===== src/hdl/gtps_defines.svh =====
// Constants for the gear tooth peak and valley slicer
`ifndef GTPS_DEFINES_SVH
`define GTPS_DEFINES_SVH

// ==========================================================================
// Sample format
`define GTPS_SAMPLE_W          12

// ==========================================================================
// Timing
`define GTPS_CLK_PERIOD_PS     5000
`define GTPS_TRACK_TIME_US     1000
`define GTPS_TRACK_CYCLES      ((`GTPS_TRACK_TIME_US * 1000000) / `GTPS_CLK_PERIOD_PS)

// ==========================================================================
// Minimum signal lockout, tenths of a gauss
`define GTPS_LOCK_HI_G10       385
`define GTPS_LOCK_LO_G10       275
`define GTPS_G10_PER_LSB       10

// ==========================================================================
// Preload divisor as a right shift (divide by four)
`define GTPS_PRELOAD_SHIFT     2

`endif


===== src/hdl/gtps_pkg.sv =====
// Types shared by the gear tooth peak and valley slicer
`default_nettype none
package gtps_pkg;

	// ======================================================================
	// Startup and run states
	typedef enum logic [1:0] {
		ST_TRACK,
		ST_LOCKED,
		ST_RUN
	} gtps_state_t;

endpackage : gtps_pkg

`default_nettype wire


===== src/hdl/gtps_slicer.sv =====
// Gear tooth peak and valley slicer: tracking, slicing, preload, lockout, startup
`timescale 1ns/100ps
`default_nettype none
`include "gtps_defines.svh"

module gtps_slicer #(
	parameter int SAMPLE_W    = `GTPS_SAMPLE_W,
	parameter int TRACK_CYCLES = `GTPS_TRACK_CYCLES,
	parameter int LOCK_HI_G10 = `GTPS_LOCK_HI_G10,
	parameter int LOCK_LO_G10 = `GTPS_LOCK_LO_G10,
	parameter int G10_PER_LSB = `GTPS_G10_PER_LSB
) (
	input  wire logic                clk,
	input  wire logic                nrst,
	input  wire logic                ce,
	input  wire logic [SAMPLE_W-1:0] sample,
	output var  logic                spd_out,
	output var  logic                sw_enabled,
	output var  logic                tracking_done,
	output var  logic [SAMPLE_W-1:0] peak_hold,
	output var  logic [SAMPLE_W-1:0] valley_hold
);

	// ======================================================================
	// Local sizing
	localparam int CNT_W  = $clog2(TRACK_CYCLES + 1);
	localparam int PROD_W = SAMPLE_W + 8;

	localparam logic [CNT_W-1:0]    TRACK_LAST = CNT_W'(TRACK_CYCLES - 1);
	localparam logic [PROD_W-1:0]   LOCK_HI    = PROD_W'(LOCK_HI_G10);
	localparam logic [PROD_W-1:0]   LOCK_LO    = PROD_W'(LOCK_LO_G10);
	localparam logic [PROD_W-1:0]   G10_LSB    = PROD_W'(G10_PER_LSB);

	// ======================================================================
	// Declarations
	gtps_pkg::gtps_state_t st;

	logic [CNT_W-1:0]    track_cnt;
	logic [SAMPLE_W-1:0] span;
	logic [SAMPLE_W-1:0] quarter;
	logic [SAMPLE_W:0]   slice_sum;
	logic [SAMPLE_W-1:0] slice_lvl;
	logic [PROD_W-1:0]   span_g10;
	logic                above_hi;
	logic                below_lo;
	logic                run_ok;
	logic                rise_evt;
	logic                fall_evt;

	// ======================================================================
	// Span, slicing level and preload step
	// Span clamps to zero so an empty start cannot wrap into a huge signal
	always_comb begin
		if (peak_hold > valley_hold) begin
			span = peak_hold - valley_hold;
		end else begin
			span = '0;
		end
	end

	// Preload taken from held counters only
	assign quarter   = span >> `GTPS_PRELOAD_SHIFT;
	// One extra bit keeps the sum exact before halving
	assign slice_sum = {1'b0, peak_hold} + {1'b0, valley_hold};
	assign slice_lvl = slice_sum[SAMPLE_W:1];

	// Compare in tenths of a gauss so no threshold is rounded
	assign span_g10 = PROD_W'(span) * G10_LSB;
	assign above_hi = span_g10 > LOCK_HI;
	assign below_lo = span_g10 < LOCK_LO;

	// Switching only in run state and not about to lock out
	assign run_ok   = ce && (st == gtps_pkg::ST_RUN) && !below_lo;
	// Output changes from the slicing comparison
	assign rise_evt = run_ok && !spd_out && (sample > slice_lvl);
	assign fall_evt = run_ok && spd_out && (sample < slice_lvl);

	// ======================================================================
	// Startup sequencer
	// Reset starts tracking with peak at zero, valley at full scale, output high; trackers then run for the settle time
	always_ff @(posedge clk or negedge nrst) begin
		if (!nrst) begin
			st <= gtps_pkg::ST_TRACK;
		end else if (ce) begin
			unique case (st)
				gtps_pkg::ST_TRACK: begin
					if (track_cnt == TRACK_LAST) begin
						st <= gtps_pkg::ST_LOCKED;
					end
				end
				gtps_pkg::ST_LOCKED: begin
					if (above_hi) begin
						st <= gtps_pkg::ST_RUN;
					end
				end
				gtps_pkg::ST_RUN: begin
					if (below_lo) begin
						st <= gtps_pkg::ST_LOCKED;
					end
				end
			endcase
		end
	end

	// Settle counter stops at its last value
	always_ff @(posedge clk or negedge nrst) begin
		if (!nrst) begin
			track_cnt <= '0;
		end else if (ce && (st == gtps_pkg::ST_TRACK) && (track_cnt != TRACK_LAST)) begin
			track_cnt <= track_cnt + 1'b1;
		end
	end

	always_ff @(posedge clk or negedge nrst) begin
		if (!nrst) begin
			tracking_done <= 1'b0;
			sw_enabled    <= 1'b0;
		end else if (ce) begin
			tracking_done <= tracking_done || ((st == gtps_pkg::ST_TRACK) && (track_cnt == TRACK_LAST));
			if (st == gtps_pkg::ST_LOCKED) begin
				sw_enabled <= above_hi;
			end else if (st == gtps_pkg::ST_RUN) begin
				sw_enabled <= !below_lo;
			end
		end
	end

	// ======================================================================
	// Peak tracker
	// Preload on a falling change takes priority over the step
	always_ff @(posedge clk or negedge nrst) begin
		if (!nrst) begin
			peak_hold <= '0;
		end else if (ce) begin
			if (fall_evt) begin
				peak_hold <= peak_hold - quarter;
			end else if (sample > peak_hold) begin
				peak_hold <= peak_hold + 1'b1;
			end
		end
	end

	// ======================================================================
	// Valley tracker
	// Starts at full scale so the first samples pull it down
	always_ff @(posedge clk or negedge nrst) begin
		if (!nrst) begin
			valley_hold <= '1;
		end else if (ce) begin
			if (rise_evt) begin
				valley_hold <= valley_hold + quarter;
			end else if (sample < valley_hold) begin
				valley_hold <= valley_hold - 1'b1;
			end
		end
	end

	// ======================================================================
	// Output stage
	// High under reset and whenever not running
	always_ff @(posedge clk or negedge nrst) begin
		if (!nrst) begin
			spd_out <= 1'b1;
		end else if (ce) begin
			if (st != gtps_pkg::ST_RUN || below_lo) begin
				spd_out <= 1'b1;
			end else if (fall_evt) begin
				spd_out <= 1'b0;
			end else if (rise_evt) begin
				spd_out <= 1'b1;
			end
		end
	end

	// ======================================================================
	// Assertions
	AST_PEAK_STEP: assert property (
		@(posedge clk) disable iff (!nrst)
		(ce && !fall_evt && (sample > peak_hold)) |=> (peak_hold == $past(peak_hold) + 1'b1)
	) else $error("Peak did not step up by one");

	AST_PEAK_STOP: assert property (
		@(posedge clk) disable iff (!nrst)
		(ce && !fall_evt && (sample <= peak_hold)) |=> $stable(peak_hold)
	) else $error("Peak moved without a higher sample");

	AST_VALLEY_STEP: assert property (
		@(posedge clk) disable iff (!nrst)
		(ce && !rise_evt && (sample < valley_hold)) |=> (valley_hold == $past(valley_hold) - 1'b1)
	) else $error("Valley did not step down by one");

	AST_FALL_CHANGE: assert property (
		@(posedge clk) disable iff (!nrst)
		(ce && (st == gtps_pkg::ST_RUN) && !below_lo && spd_out
			&& (2 * sample < peak_hold + valley_hold - 1)) |=> !spd_out
	) else $error("Output did not fall below the slicing level");

	AST_RISE_PRELOAD: assert property (
		@(posedge clk) disable iff (!nrst)
		rise_evt |=> (valley_hold == $past(valley_hold) + (($past(peak_hold) - $past(valley_hold)) >> 2))
	) else $error("Valley preload wrong on rising change");

	AST_FALL_PRELOAD: assert property (
		@(posedge clk) disable iff (!nrst)
		fall_evt |=> (peak_hold == $past(peak_hold) - (($past(peak_hold) - $past(valley_hold)) >> 2))
	) else $error("Peak preload wrong on falling change");

	AST_HIGH_IN_LOCK: assert property (
		@(posedge clk) disable iff (!nrst)
		(ce && (st != gtps_pkg::ST_RUN)) |=> spd_out
	) else $error("Output not high outside run state");

	AST_LOCK_RELEASE: assert property (
		@(posedge clk) disable iff (!nrst)
		(ce && (st == gtps_pkg::ST_LOCKED) && (span * G10_PER_LSB > LOCK_HI_G10)) |=> (st == gtps_pkg::ST_RUN)
	) else $error("Lockout not released above upper level");

	AST_LOCK_ENTER: assert property (
		@(posedge clk) disable iff (!nrst)
		(ce && (st == gtps_pkg::ST_RUN) && (span * G10_PER_LSB < LOCK_LO_G10)) |=> (st == gtps_pkg::ST_LOCKED) && spd_out
	) else $error("Lockout not entered below lower level");

	AST_TRACK_END: assert property (
		@(posedge clk) disable iff (!nrst)
		(ce && (st == gtps_pkg::ST_TRACK) && (track_cnt == TRACK_LAST)) |=> (st == gtps_pkg::ST_LOCKED)
	) else $error("Tracking stage did not end on time");

	AST_STAGE_ORDER: assert property (
		@(posedge clk) disable iff (!nrst)
		(st == gtps_pkg::ST_TRACK) |=> (st != gtps_pkg::ST_RUN)
	) else $error("Run state reached before lockout stage");

	AST_FREEZE: assert property (
		@(posedge clk) disable iff (!nrst)
		!ce |=> $stable(peak_hold) && $stable(valley_hold) && $stable(spd_out) && $stable(st)
	) else $error("State moved while clock enable low");

	AST_VALLEY_STOP: assert property (
		@(posedge clk) disable iff (!nrst)
		(ce && !rise_evt && (sample >= valley_hold)) |=> $stable(valley_hold)
	) else $error("Valley moved without a lower sample");

	AST_RISE_CHANGE: assert property (
		@(posedge clk) disable iff (!nrst)
		(ce && (st == gtps_pkg::ST_RUN) && !below_lo && !spd_out
			&& (2 * sample > peak_hold + valley_hold + 1)) |=> spd_out
	) else $error("Output did not rise above the slicing level");

	AST_AT_SLICE: assert property (
		@(posedge clk) disable iff (!nrst)
		(ce && (st == gtps_pkg::ST_RUN) && !below_lo
			&& ((2 * sample == peak_hold + valley_hold) || (2 * sample + 1 == peak_hold + valley_hold)))
		|=> $stable(spd_out)
	) else $error("Output changed on a sample equal to the slicing level");

	AST_LOCK_NO_PRELOAD: assert property (
		@(posedge clk) disable iff (!nrst)
		(ce && ((st != gtps_pkg::ST_RUN) || below_lo))
			|=> (peak_hold >= $past(peak_hold)) && (valley_hold <= $past(valley_hold))
	) else $error("Preload applied while locked out");

	AST_SW_EN_STATE: assert property (
		@(posedge clk) disable iff (!nrst)
		sw_enabled == (st == gtps_pkg::ST_RUN)
	) else $error("Switching enable disagrees with run state");

	AST_DONE_STATE: assert property (
		@(posedge clk) disable iff (!nrst)
		tracking_done == (st != gtps_pkg::ST_TRACK)
	) else $error("Settle flag disagrees with startup stage");

	AST_TRACK_HOLD: assert property (
		@(posedge clk) disable iff (!nrst)
		(ce && (st == gtps_pkg::ST_TRACK) && (track_cnt != TRACK_LAST))
			|=> (st == gtps_pkg::ST_TRACK) && (track_cnt == $past(track_cnt) + 1'b1)
	) else $error("Tracking stage left early or count skipped");

	AST_LOW_ONLY_RUN: assert property (
		@(posedge clk) disable iff (!nrst)
		!spd_out |-> (st == gtps_pkg::ST_RUN) && sw_enabled
	) else $error("Output low outside run state");

endmodule : gtps_slicer

`default_nettype wire


===== config.mk =====
export PLATFORM = sky130hd
export DESIGN_NAME = gtps_slicer
export DESIGN_NICKNAME = d
export VERILOG_FILES = /design/src/hdl/gtps_pkg.sv /design/src/hdl/gtps_slicer.sv
export VERILOG_INCLUDE_DIRS = /design/src /design/src/hdl
export SDC_FILE = /design/constraint.sdc
export NUM_CORES = 1
export LEC_CHECK = 0
export ABC_AREA = 1
export BUFFER_PORTS_ARGS = -buffer_cell sky130_fd_sc_hd__buf_2
export CAP_MARGIN = 20
export CELL_PAD_IN_SITES_DETAIL_PLACEMENT = 1
export CELL_PAD_IN_SITES_GLOBAL_PLACEMENT = 1
export CORE_UTILIZATION = 50
export DETAILED_ROUTE_END_ITERATION = 8
export MAX_ROUTING_LAYER = met4
export PLACE_DENSITY = 0.95
export SYNTH_ARGS = -nofsm -noshare
export SYNTH_HDL_FRONTEND = slang
export SYNTH_SLANG_ARGS = --single-unit

===== constraint.sdc =====
create_clock -name clk -period 7.9 [get_ports clk]
set_clock_uncertainty 0.05 [all_clocks]
set_input_delay 1.58 -clock clk [delete_from_list [all_inputs] [get_ports clk]]
set_output_delay 1.58 -clock clk [all_outputs]
set_load 0.01 [all_outputs]

## Yosys cells after proc, flatten, opt, wreduce, memory -nomap -nowiden

Cells that the tools add are included.
Widths: inputs -> output; s select.

| word-level totals | value |
|---|---|
| output and inout port bits | 27 |
| input bits | 15 |
| register bits | 47 |

| operators by class | value |
|---|---|
| order comparisons | 7 |
| add/subtract/negate cells | 7 |
| multipliers | 1 |
| muxes and demuxes | 14 |
| reduce and logical (&&, ||, !) cells | 23 |
| equality and inequality tests | 8 |

Operators by type and width:

| operator | count |
|---|---|
| $mux 12 | 5 |
| $gt 12x12->1 | 3 |
| $lt 12x12->1 | 2 |
| $add 18x1->18 const B | 1 |
| $eq 18x18->1 const B | 1 |
| $ne 18x18->1 const B | 1 |
| $gt 16x9->1 const B | 1 |
| $lt 16x9->1 const B | 1 |
| $mul 12x3->15 const B | 1 |
| $add 12x12->13 | 1 |
| $add 12x1->12 const B | 1 |
| $add 12x10->12 | 1 |
| $sub 12x1->12 const B | 1 |
| $sub 12x10->12 | 1 |
| $sub 12x12->12 | 1 |
| $logic_and 1x1->1 | 9 |
| $ne 2x2->1 const B | 4 |
| $reduce_and 2->1 | 4 |
| $mux 2 | 3 |
| $pmux 2 s3 | 1 |
| $reduce_bool 2->1 | 3 |
| $mux 1 | 5 |
| $reduce_and 4->1 | 1 |
| $reduce_bool 3->1 | 1 |
| other kinds (5) | 7 |

## Longest topological paths before layout

| logic depth | value |
|---|---|
| word-level depth | 11 |
| gate-level depth with buffers | 45 |

## Worst setup path after synthesis

Ideal clock, no wire load.

| timing path | value |
|---|---|
| path kind | register to register |
| start point | register peak_hold[0] |
| end point | register peak_hold[8] |
| arrival | 5.308 ns |
| cell stages (with the launch flop) | 41 |
| slack | 2.424 ns |
| data required time | 7.732 ns |
| cell sequence | dfrtp_1 > inv_1 > ha_1 > fa_1 > inv_1 > nand3_1 > nand2_1 > nand3_1 > nand3_2 > nand2_4 > nor3_1 > ha_1 > ha_1 > inv_1 > fa_1 > o21bai_1 > nand2_1 > nand3_1 > [... 5 more ...] > nand3_2 > buf_4 > inv_2 > nand2_1 > ha_1 > inv_1 > fa_1 > nand3_1 > nand2_1 > nand2_1 > nand2_1 > a21oi_1 > inv_1 > a21oi_1 > o21ai_0 > xor2_1 > nand2_1 > o21ai_2 |

| between the ends | value |
|---|---|
| longest elaborated chain between the ends | 10 |
| elaborated cells between the ends (all ways) | 18 |

Ends and longest elaborated chain:

| what | RTL line | RTL |
|---|---|---|
| start, declared | gtps_slicer.sv:20 | `output var logic [SAMPLE_W-1:0] peak_hold,` |
| start signal, assigned | gtps_slicer.sv:136 | `peak_hold <= peak_hold - quarter;` |
| start signal, assigned | gtps_slicer.sv:138 | `peak_hold <= peak_hold + 1'b1;` |
| $sub 12x12->12 or $gt 12x12->1 (tied branches) | gtps_slicer.sv:55, gtps_slicer.sv:54 |  |
| $mux 12 | gtps_slicer.sv:54 | `if (peak_hold > valley_hold) begin` |
| $mul 12x3->15 | gtps_slicer.sv:68 | `assign span_g10 = PROD_W'(span) * G10_LSB;` |
| $lt 16x9->1 | gtps_slicer.sv:70 | `assign below_lo = span_g10 < LOCK_LO;` |
| $logic_not 1->1 | gtps_slicer.sv:73 | `assign run_ok = ce && (st == gtps_pkg::ST_RUN) && !below_lo;` |
| $logic_and 1x1->1 | gtps_slicer.sv:73 |  |
| $logic_and 1x1->1 (2 in a row) | gtps_slicer.sv:76 | `assign fall_evt = run_ok && spd_out && (sample < slice_lvl);` |
| $reduce_bool 2->1 (no source line) | - |  |
| $reduce_and 2->1 (no source line) | - |  |

Parallel ways exist; a longest one is shown, timed or not. The select of a mux whose other input is x is not followed.
A chain may end at the register's enable or synchronous reset.

## Worst setup path after layout

| timing path | value |
|---|---|
| start point | register valley_hold[1] |
| end point | register valley_hold[8] |

| between the ends | value |
|---|---|
| longest elaborated chain between the ends | 10 |
| elaborated cells between the ends (all ways) | 18 |

Ends and longest elaborated chain:

| what | RTL line | RTL |
|---|---|---|
| start, declared | gtps_slicer.sv:21 | `output var logic [SAMPLE_W-1:0] valley_hold` |
| start signal, assigned | gtps_slicer.sv:151 | `valley_hold <= valley_hold + quarter;` |
| start signal, assigned | gtps_slicer.sv:153 | `valley_hold <= valley_hold - 1'b1;` |
| $sub 12x12->12 or $gt 12x12->1 (tied branches) | gtps_slicer.sv:55, gtps_slicer.sv:54 |  |
| $mux 12 | gtps_slicer.sv:54 |  |
| $mul 12x3->15 | gtps_slicer.sv:68 |  |
| $lt 16x9->1 | gtps_slicer.sv:70 |  |
| $logic_not 1->1 | gtps_slicer.sv:73 |  |
| $logic_and 1x1->1 | gtps_slicer.sv:73 |  |
| $logic_and 1x1->1 (2 in a row) | gtps_slicer.sv:75 | `assign rise_evt = run_ok && !spd_out && (sample > slice_lvl);` |
| $reduce_bool 2->1 (no source line) | - |  |
| $reduce_and 2->1 (no source line) | - |  |

Parallel ways exist; a longest one is shown, timed or not. The select of a mux whose other input is x is not followed.

==> impl_metrics.ini <==
[sta]
setup_tns_ns = 0
finalMaxSlewViolations = 0
slew_headroom_pct = 37.5
worst_slew_pin_slew_ns = 0.934
setup_violations = 0
finalHoldViolCount = 0
fmax_mhz = 147
min_period_ns = 6.82
rsz0062_at_grt = no
post-route-period-util_pct = 86.3

[routing]
wl_per_cell_um = 19.9
vias_per_cell = 5.83
vias = 5833
first_pass_iters = 7
wirelength_um = 19900
ant_nets = 0
dr.first_iter.drc_count = 335
drc_errors = 2

[flow_run]
drv_cap = 0

[synth]
synth.distinct_cells = 47
synthCells = 815
ys.flop_type = dfrtp_1
synth_edf_count = 0
syn_nets = 940
async_reset_ff_share_pct = 100
ys_warn_count = 0
synth_seq_cells = 47
ys_seq_area_share_pct = 19.9
synthesis.area_um2 = 5980
postSynthAreaPerCell_um2 = 7.33

[cts]
clk_path_buf_depth = 2
cts_made_buffers = 5
cts_setup_buffers = 0
tritoncts = built
numClockSinks = 47
hold_buffers = 0
path_clk_slew_ns = 0.08
worst_skew_pair.late_latency_ns = 0.32
cts_resized = 0
cts_root_buf = clkbuf_16
htreeDepth = 2

[status]
violations = DRC
status = finished with violations

[global_route]
grtUsageMet3_pct = 5.66
antenna_found_initial = 0
grt_pass1_wl_um = 32400
grt-ovfl-total = 0
grt_max_degree = 48
grt_pass1_vias = 6430
grt.busiest_layer = met2
use_met2_pct = 58.0
use_met1_pct = 42.0
grt.total_usage_pct = 34.7

[placement]
placed_area_um2 = 6290
dp_hpwl_um = 16300
port_buffers = 41
place.gp.congestion = 0.955

[layout]
num-nets-final = 981
n_antenna_cell = 0
nFillCells = 1501
fin_area_um2 = 6480
area_growth_pct = 8.39
drive_gt1_share_pct = 14.7

[worst_setup_path]
arrival_ns = 7.01
slowest_delay_ns = 0.66
cp-end-kind = flip-flop
crit_required_ns = 8.10
timing.critical_path.mode_cell = inv_1
cp_slowest_cell = dfstp_2
critPathLaunchType = flip-flop
critPathMaxFanout = 9
path_class = reg2reg
path_buf_inv = 6
cp_top_family = compound AO/OA/AOI/OAI gates

[die]
die_x_um = 111
dieArea_um2 = 12400
io_pins = 42
coreArea_um2 = 11500
start_util_pct = 51.9
num_rows = 39
fp.dieH_um = 111

[hold_path]
min_path_type = reg2reg
-- metal layers --
layer  routed length [um]  part of all wire, %
met5                    0                    0
met4                  611                  3.1
met3                 1210                  6.1
met2                 9730                   49
met1                 8360                   42
-- placed cells by master, fill, tap and decap left out, types with 7 or more instances in the layout --
cell and n:
a21oi_1 57, nand3_1 31, nand4_1 11, inv_1 123
xnor2_1 13, nor3_1 8, xor2_1 36, nor2_1 59
o21ai_2 23, nand2_1 178, o21ai_0 28, dfrtp_1 34
a31oi_1 7, dfstp_2 13, buf_2 41, nand2_2 14
ha_1 105
-- synthesized netlist by cell type, types with 8 or more instances --
cell     instances  area share, %
a21oi_1         57            4.8
dfrtp_1         34             14
dfstp_2         13            5.7
ha_1           105             22
inv_1          123            7.7
nand2_1        178             11
nand2_2         14            1.5
nand3_1         31            2.6
nand4_1         11            1.2
nor2_1          59            3.7
nor3_1           8           0.67
o21ai_0         28            2.3
o21ai_2         23            3.4
xnor2_1         13            1.9
xor2_1          36            5.3
-- path summary, 6_finish.rpt --
kind | startpoint | to | slack (ns) | cells past startpoint
worst min register to register | track_cnt[11]$_DFFE_PN0P_ | track_cnt[11]$_DFFE_PN0P_ | 0.45 | 1
worst max-delay path | valley_hold[1]$_DFFE_PN1P_ | valley_hold[8]$_DFFE_PN1P_ | 1.08 | 33
max in group asynchronous | nrst | peak_hold[3]$_DFFE_PN0P_ | 6.02 | 2
worst min-delay path | track_cnt[11]$_DFFE_PN0P_ | track_cnt[11]$_DFFE_PN0P_ | 0.45 | 1
worst max register to register | valley_hold[1]$_DFFE_PN1P_ | valley_hold[8]$_DFFE_PN1P_ | 1.08 | 33
min in group asynchronous | nrst | sw_enabled$_DFFE_PN0P_ | 1.33 | 2
-- through the flow --
step | cells | hold slack [ns] | setup slack, ns | util (%)
global placement | 991 | 0.418 | 1.44 | 54.6
CTS | 999 | 0.453 | 1.17 | 56.1
global route | 1000 | 0.457 | 0.513 | 56.3
floorplan | 815 | 0.413 | 2.42 | -
finish | 1000 | 0.452 | 1.08 | 56.3
detailed placement | 991 | 0.440 | 1.22 | 54.6
-- sequential cells by signal, indices dropped and copies added (netlist names) --
name / flops
peak_hold: 12
tracking_done: 1
valley_hold: 12
track_cnt: 18
sw_enabled: 1
spd_out: 1
st: 2
-- cells by family (layout without fill, tap and decap cells) --
kind of cell / Yosys count / in the layout / synth area share [%]
AO/OA/AOI/OAI: 145 / 145 / 15.2
XOR/XNOR: 49 / 49 / 7.18
adder cells (fa/ha/maj): 110 / 110 / 23.7
buffers and inverters: 136 / 178 / 9.36
flip-flops: 47 / 47 / 19.9
AND/OR/NAND/NOR: 328 / 328 / 24.6
-- area by class of cell --
cell class	count	area, um2	area share [%]
Clock inverter	3	47.5	0.734
Tap cell	143	179	2.76
Inverter	127	482	7.44
Timing Repair Buffer	43	228	3.51
Sequential cell	47	1190	18.4
Multi-Input combinational cell	632	4230	65.2
Clock buffer	5	125	1.93
Power is left out: the tool's default activity adds up to more than one toggle a clock period on the data nets, which glitch-free logic cannot reach.
